<file path="config.mk">
export PLATFORM = sky130hd
export DESIGN_NAME = ppm_mux
export DESIGN_NICKNAME = d
export VERILOG_FILES = /design/src/hdl/ppm_pkg.sv /design/src/hdl/ppm_pin_cell.sv /design/src/hdl/ppm_mux.sv
export SDC_FILE = /design/constraint.sdc
export NUM_CORES = 1
export LEC_CHECK = 0
export ABC_AREA = 1
export BUFFER_PORTS_ARGS = -buffer_cell sky130_fd_sc_hd__buf_2
export CAP_MARGIN = 20
export CORE_ASPECT_RATIO = 1.2
export CORE_UTILIZATION = 41
export CTS_BUF_LIST = sky130_fd_sc_hd__clkbuf_4 sky130_fd_sc_hd__clkbuf_8
export DETAILED_ROUTE_END_ITERATION = 12
export PLACE_DENSITY = 0.77
export SLEW_MARGIN = 20
export SYNTH_ARGS = -nofsm -noshare
export SYNTH_HDL_FRONTEND = slang
export SYNTH_SLANG_ARGS = --single-unit
</file>
<file path="constraint.sdc">
create_clock -name CLOCK -period 1.25 [get_ports CLOCK]
set_input_delay 0.375 -clock CLOCK [delete_from_list [all_inputs] [get_ports CLOCK]]
set_output_delay 0.375 -clock CLOCK [all_outputs]
set_load 0.005 [all_outputs]
</file>
<file path="src/hdl/ppm_pkg.sv">
// Constants and types for the port pin function multiplexer
package ppm_pkg;
   // ---------------------------------------------------------------
   // Port widths
   // ---------------------------------------------------------------
   localparam int SPI_PORT_W = 3;
   localparam int OSC_PORT_W = 2;
   // ---------------------------------------------------------------
   // Bit positions within the ports
   // ---------------------------------------------------------------
   localparam int SPI_BIT_A  = 0; // Data out when master
   localparam int SPI_BIT_B  = 1; // Data in when master
   localparam int SPI_BIT_C  = 2; // Serial clock
   localparam int OSC_BIT_Z  = 0; // Amp output / divided clock
   localparam int OSC_BIT_O  = 1; // Amp input
   localparam int TRIM_CLKEN_BIT = 6; // Clock-output enable in trim reg
   // ---------------------------------------------------------------
   // Pin output-type modes, reset values
   // ---------------------------------------------------------------
   typedef enum logic [1:0]
   {
      PPM_QUASI  = 2'h0,
      PPM_PUSHPL = 2'h1,
      PPM_INONLY = 2'h2,
      PPM_OPENDR = 2'h3
   } ppm_mode_t;
   localparam logic [1:0] MODE_RST  = 2'h2; // Input only, no pull-up
   localparam logic       LATCH_RST = 1'h1;
   // ---------------------------------------------------------------
   // CPU clock source codes
   // ---------------------------------------------------------------
   typedef enum logic [1:0]
   {
      PPM_SRC_RC   = 2'h0,
      PPM_SRC_WDT  = 2'h1,
      PPM_SRC_EXT  = 2'h2,
      PPM_SRC_XTAL = 2'h3
   } ppm_src_t;
endpackage : ppm_pkg

</file>
<file path="src/hdl/ppm_pin_cell.sv">
// One configurable port pin: latch, mode and pin driver
`timescale 1ns/100ps
`default_nettype none
module ppm_pin_cell
(
   input  wire logic       clk,      // System clock
   input  wire logic       rst,      // Synchronous reset, high
   input  wire logic       ce,       // Clock enable
   input  wire logic       wr_latch, // Latch write strobe
   input  wire logic       wr_mode,  // Mode write strobe
   input  wire logic       wdata,    // Latch write value
   input  wire logic [1:0] wmode,    // Mode write value
   input  wire logic       ovr,      // Special function owns the pin
   input  wire logic       ovr_out,  // Special function drive level
   input  wire logic       ovr_oe,   // Special function drives pin
   output logic            pin_o,    // Pin output level
   output logic            pin_oe_n, // Pin output enable, low drives
   output logic            pull_up,  // Weak pull-up request
   output logic            latch,    // Latch value
   output logic [1:0]      mode      // Mode value
);
   logic       latch_q;
   logic [1:0] mode_q;
   // ---------------------------------------------------------------
   // Latch and mode registers
   // ---------------------------------------------------------------
   // Reset forces input only with pull-up off
   always_ff @(posedge clk)
   begin
      if (rst)
      begin
         latch_q <= ppm_pkg::LATCH_RST;
         mode_q  <= ppm_pkg::MODE_RST;
      end
      else if (ce)
      begin
         if (wr_latch)
            latch_q <= wdata;
         if (wr_mode)
            mode_q <= wmode;
      end
   end
   // ---------------------------------------------------------------
   // Driver decode
   // ---------------------------------------------------------------
   wire port_drive = (mode_q == ppm_pkg::PPM_PUSHPL) ||
                     (mode_q == ppm_pkg::PPM_QUASI && !latch_q) ||
                     (mode_q == ppm_pkg::PPM_OPENDR && !latch_q);
   // Owner override hides latch and mode while claimed
   assign pin_o    = ovr ? ovr_out : latch_q;
   assign pin_oe_n = ovr ? !ovr_oe : !port_drive;
   assign pull_up  = !ovr && (mode_q == ppm_pkg::PPM_QUASI);
   assign latch    = latch_q;
   assign mode     = mode_q;
endmodule : ppm_pin_cell
`default_nettype wire

</file>
<file path="src/hdl/ppm_mux.sv">
// Pin function multiplexer for the SPI-shared and oscillator ports
`timescale 1ns/100ps
`default_nettype none
module ppm_mux
(
   input  wire logic        CLOCK,        // 50 MHz system clock
   input  wire logic        RST,          // Synchronous reset, high
   input  wire logic        CE,           // Clock enable
   // Port register access
   input  wire logic [2:0]  SPI_LATCH_WE, // Per-pin latch write
   input  wire logic [2:0]  SPI_MODE_WE,  // Per-pin mode write
   input  wire logic [1:0]  OSC_LATCH_WE, // Per-pin latch write
   input  wire logic [1:0]  OSC_MODE_WE,  // Per-pin mode write
   input  wire logic        WR_DATA,      // Latch write value
   input  wire logic [1:0]  WR_MODE,      // Mode write value
   output logic [2:0]       SPI_LATCH,    // SPI port latches
   output logic [1:0]       OSC_LATCH,    // Oscillator port latches
   output logic [5:0]       SPI_MODES,    // Mode pairs, pin 0 low
   output logic [3:0]       OSC_MODES,    // Mode pairs, pin 0 low
   output logic [2:0]       SPI_PORT_IN,  // Synchronised pin levels
   output logic [1:0]       OSC_PORT_IN,  // Synchronised pin levels
   // SPI engine side
   input  wire logic        SPI_EN,       // SPI unit enabled
   input  wire logic        SPI_MASTER,   // Master when high
   input  wire logic        SPI_DO,       // Master out data
   input  wire logic        SPI_SO,       // Slave out data
   input  wire logic        SPI_SCK_OUT,  // Clock when master
   output logic             SPI_MOSI_IN,  // Data seen as slave
   output logic             SPI_MISO_IN,  // Data seen as master
   output logic             SPI_SCK_IN,   // Clock seen as slave
   // Clock configuration
   input  wire logic        TRIM_CLKEN,   // Clock-output enable bit
   input  wire logic [1:0]  CPU_CLK_SRC,  // CPU clock source code
   input  wire logic        RTC_XTAL,     // Crystal clocks the timer
   input  wire logic        OSC_AMP_OUT,  // Amplifier output level
   output logic             OSC_AMP_IN,   // Level to amplifier input
   output logic             DIVIDED_CLOCK_OUTPUT_ACTIVE, // Halved clock on pin
   // Pins
   input  wire logic [2:0]  SPI_PIN_I,    // SPI port pin inputs
   output logic [2:0]       SPI_PIN_O,    // SPI port pin outputs
   output logic [2:0]       SPI_PIN_OE_N, // Low drives the pin
   output logic [2:0]       SPI_PULLUP,   // Pull-up requests
   input  wire logic [1:0]  OSC_PIN_I,    // Oscillator pin inputs
   output logic [1:0]       OSC_PIN_O,    // Oscillator pin outputs
   output logic [1:0]       OSC_PIN_OE_N, // Low drives the pin
   output logic [1:0]       OSC_PULLUP    // Pull-up requests
);
   // ---------------------------------------------------------------
   // Input synchronisers
   // ---------------------------------------------------------------
   logic [4:0] sync1_q;
   logic [4:0] sync2_q;
   logic       div_q;
   // Pins are asynchronous, so two stages before any use
   always_ff @(posedge CLOCK)
   begin
      if (RST)
      begin
         sync1_q <= 5'h00;
         sync2_q <= 5'h00;
      end
      else if (CE)
      begin
         sync1_q <= {OSC_PIN_I, SPI_PIN_I};
         sync2_q <= sync1_q;
      end
   end
   assign SPI_PORT_IN = sync2_q[2:0];
   assign OSC_PORT_IN = sync2_q[4:3];
   // ---------------------------------------------------------------
   // Clock source decode
   // ---------------------------------------------------------------
   wire xtal_sel   = (CPU_CLK_SRC == ppm_pkg::PPM_SRC_XTAL);
   wire rc_or_wdt  = (CPU_CLK_SRC == ppm_pkg::PPM_SRC_RC) ||
                     (CPU_CLK_SRC == ppm_pkg::PPM_SRC_WDT);
   wire ext_sel    = (CPU_CLK_SRC == ppm_pkg::PPM_SRC_EXT);
   // Crystal pins busy when crystal drives CPU or timer
   wire amp_claim  = xtal_sel || RTC_XTAL;
   wire divided_clock_output_ok  = TRIM_CLKEN && !RTC_XTAL && !xtal_sel &&
                     (rc_or_wdt || ext_sel);
   wire in_claim   = !(rc_or_wdt && !RTC_XTAL);
   // ---------------------------------------------------------------
   // Halved CPU clock
   // ---------------------------------------------------------------
   // Toggles every enabled cycle while divided_clock_output_ok, else held low; a register keeps the pin glitch free
   always_ff @(posedge CLOCK)
   begin
      if (RST)
         div_q <= 1'h0;
      else if (CE)
         div_q <= divided_clock_output_ok ? !div_q : 1'h0;
   end
   assign DIVIDED_CLOCK_OUTPUT_ACTIVE = divided_clock_output_ok;
   // ---------------------------------------------------------------
   // SPI pin ownership and direction
   // ---------------------------------------------------------------
   wire [2:0] spi_ovr_out = {SPI_SCK_OUT, SPI_SO, SPI_DO};
   wire [2:0] spi_ovr_oe  = {SPI_MASTER, !SPI_MASTER, SPI_MASTER};
   assign SPI_MOSI_IN = sync2_q[ppm_pkg::SPI_BIT_A];
   assign SPI_MISO_IN = sync2_q[ppm_pkg::SPI_BIT_B];
   assign SPI_SCK_IN  = sync2_q[ppm_pkg::SPI_BIT_C];
   // ---------------------------------------------------------------
   // Oscillator pin ownership
   // ---------------------------------------------------------------
   wire [1:0] osc_ovr     = {in_claim, amp_claim || divided_clock_output_ok};
   wire [1:0] osc_ovr_out = {1'h0, divided_clock_output_ok ? div_q : OSC_AMP_OUT};
   wire [1:0] osc_ovr_oe  = {1'h0, 1'h1};
   assign OSC_AMP_IN = sync2_q[3 + ppm_pkg::OSC_BIT_O];
   // ---------------------------------------------------------------
   // Pin cells
   // ---------------------------------------------------------------
   genvar g;
   generate
      for (g = 0; g < ppm_pkg::SPI_PORT_W; g++)
      begin : g_spi
         ppm_pin_cell u_cell
         (
            .clk      (CLOCK),
            .rst      (RST),
            .ce       (CE),
            .wr_latch (SPI_LATCH_WE[g]),
            .wr_mode  (SPI_MODE_WE[g]),
            .wdata    (WR_DATA),
            .wmode    (WR_MODE),
            .ovr      (SPI_EN),
            .ovr_out  (spi_ovr_out[g]),
            .ovr_oe   (spi_ovr_oe[g]),
            .pin_o    (SPI_PIN_O[g]),
            .pin_oe_n (SPI_PIN_OE_N[g]),
            .pull_up  (SPI_PULLUP[g]),
            .latch    (SPI_LATCH[g]),
            .mode     (SPI_MODES[2*g +: 2])
         );
      end
      for (g = 0; g < ppm_pkg::OSC_PORT_W; g++)
      begin : g_osc
         ppm_pin_cell u_cell
         (
            .clk      (CLOCK),
            .rst      (RST),
            .ce       (CE),
            .wr_latch (OSC_LATCH_WE[g]),
            .wr_mode  (OSC_MODE_WE[g]),
            .wdata    (WR_DATA),
            .wmode    (WR_MODE),
            .ovr      (osc_ovr[g]),
            .ovr_out  (osc_ovr_out[g]),
            .ovr_oe   (osc_ovr_oe[g]),
            .pin_o    (OSC_PIN_O[g]),
            .pin_oe_n (OSC_PIN_OE_N[g]),
            .pull_up  (OSC_PULLUP[g]),
            .latch    (OSC_LATCH[g]),
            .mode     (OSC_MODES[2*g +: 2])
         );
      end
   endgenerate
endmodule : ppm_mux
`default_nettype wire

</file>
==> impl_metrics.toml <==
[synthesis]
ys.flop_type = "dfxtp_1"
avgSynthCellArea_sq_um = 6.853
synth-seq-cells = 26
ys_warn_count = 0
syn_nets = 228
ys_seq_area_frac = 0.3855
syn_area_sq_mm = 0.001350
async_flop_share = 0
syn_inst = 197
synth_edf_count = 0
yosysUniqueCellTypes = 19

[pwr]
power_frac_clock = 0.196
p_switching_w = 0.0004868
swShare = 0.2822
pwr_density_cell_mw_per_mm2 = 885.3
internal_power_w = 0.001238
peakVddDrop_uv = 742.7
comb_power_share = 0.261
p_seq_frac = 0.543
p_leak_nw = 1.006

[clocking]
htree_levels = 1
numCtsBuffers = 3
cts_root_buf = "clkbuf_4"
hold_buffers = 0
clk_pin_slew_ns = 0.13
clk_latency_ns = 0.30
cts_tree = "yes"
clock_sinks = 26
clk_path_buf_depth = 2

[route]
drc = 0
routed_via_density = 4.802
drt_iter0_drc = 28
wl_um = 3382
ant_nets = 0
vias = 1431
routedWlPerCell_um = 11.35
first_pass_iters = 4

[flow_run]
max_cap_violations = 0

[finish]
nFillCells = 270
utilization = 0.6263
layout_common_cells = "buf_2 (57), nor2_1 (33), nand2_1 (31), nand3_1 (19), buf_6 (17)"
seqCellArea_sq_um = 566.8
final_nets = 295
drive_gt1_frac = 0.4962
final_common_cell = "buf_2"
antenna_cells = 0
syn_to_final_growth_pct = 44.30
multi_input_area_sq_um = 639.4
final_cell_area_sq_mm = 0.001948

[placed_design]
hpwl_um = 2286
gp_congestion = 0.7971
port_buffers = 70
dpl_cell_area_sq_mm = 0.001627
pre_cts_ws_ns = -0.1479

[sta]
min_period_over_period = 1.196
finalSetupViolCount = 22
final_max_slew_viol_count = 0
rsz0062_at_grt = "yes"
fmax_mhz = 668.7
slew_headroom = 0.8121
setup_slack_ns = -0.2454
layout_min_cycle_time_ns = 1.495
worst_pin_slew_ns = 0.2802
final.setup_skew_ns = 0.0002912
hold_viol_final = 0

[floorplan]
initial_core_util = 0.4340
rows = 22
core_area_sq_mm = 0.003110
io_pins = 71
die_x_um = 54.39
fp.dieArea_sq_mm = 0.003527
die_h_um = 64.86

[worst_setup_path]
critPathTopFamily = "flip-flops"
cp_slowest_cell = "dfxtp_2"
crit_type = "reg2out"
start_kind = "register"
required_ns = 0.88
cp-end-kind = "output port"
arrival_ns = 1.12
crit_chain = "or2_4 -> nor2_2 -> nor2_1 -> buf_2"
critPathBufInv = 1
max_stage_delay_ns = 0.35
critical_path_peak_fanout = 2

[outcome]
violations = "setup timing"
outcome = "finished with violations"

[global_routing]
grt_pass1_wl_um = 5119
grt_pass1_vias = 1243
grt_overflow_total = 0
grt_max_degree = 16
antenna_found_initial = 0
grt_usage = 0.1941

[worst_hold_path]
hold_class = "in2reg"
-- cell type report --
class	instances	share of cell area
clock buffers	3	0.01156
inverters	14	0.02954
multi-input cells	128	0.3282
flip-flops and latches	26	0.2909
well taps	36	0.02312
repair buffers	91	0.3166
-- cell families after synthesis --
kind of cell / share of synthesized area
AOI/OAI and AO/OA: 0.1168
buffers and inverters: 0.1937
DFF: 0.3855
and+or+nand+nor: 0.3040
-- through the flow --
stage	hold WS [ns]	instances	power, W	TNS, ns
3_5_place_dp	0.4683	284	0.001296	-0.9242
5_1_grt	0.2464	298	0.001858	-3.892
3_3_place_gp	0.4583	284	0.001287	-0.6712
2_1_floorplan	0.4495	197	0.001169	0
4_1_cts	0.2672	294	0.001710	-2.049
6_report	0.2793	298	0.001725	-2.194
-- worst min-delay path: cells and delay by family --
kind	cells	cell delay [ns]
buf+inv	1	0.07
simple gates	2	0.11
-- per-layer routing --
layer	track usage	vias to the layer above	routed length (um)
li1	-	741	-
met1	0.2000	644	1402
met2	0.3720	44	1809
met3	0.03521	2	151
met4	0.05769	0	19
met5	0	-	0
-- power groups by stage --
| stage | clock (W) | sequential (W) | combinational (W) |
|---|---|---|---|
| after floorplan | 0 | 0.000944 | 0.000225 |
| after global placement | 0 | 0.000948 | 0.000339 |
| after detailed placement | 0 | 0.000950 | 0.000346 |
| after CTS | 0.000360 | 0.000941 | 0.000409 |
| after global routing | 0.000410 | 0.000946 | 0.000503 |
| final | 0.000338 | 0.000937 | 0.000450 |
-- cells in the mapped netlist (2+ instances only) --
cell type,number,area [sq um]
a21boi_0,2,15.01
a21oi_1,3,15.01
buf_2,2,10.01
buf_4,26,195.2
dfxtp_1,26,520.5
inv_1,12,45.04
nand2_1,35,131.4
nand3_1,20,100.1
nor2_1,36,135.1
nor3_1,5,25.02
o211ai_1,2,15.01
o21ai_0,21,105.1
-- flip-flops by register name, summed over array words and instances, names as in the netlist --
register            cells
sync2_q                 5
div_q                   1
g_spi.u_cell.latch      3
sync1_q                 5
g_spi.u_cell.mode       6
g_osc.u_cell.mode       4
g_osc.u_cell.latch      2
-- path summary, 6_finish.rpt --
path	cells past startpoint	slack, ns	end	from
worst min-delay path	3	0.28	sync1_q[2]	SPI_PIN_I[2]
worst max register to register	4	0.41	g_spi[0].u_cell.mode[1]	g_spi[0].u_cell.mode[1]
worst min register to register	2	0.50	sync2_q[4]	sync1_q[4]
worst max-delay path	4	-0.25	SPI_PIN_OE_N[1]	g_spi[1].u_cell.latch
-- timing repair --
action,CTS,global route
gates resized for setup,49,27
endpoints found under the setup margin,21,26
pin swaps,11,4
buffers inserted,7,4
Power figures use the tool's default switching activity.
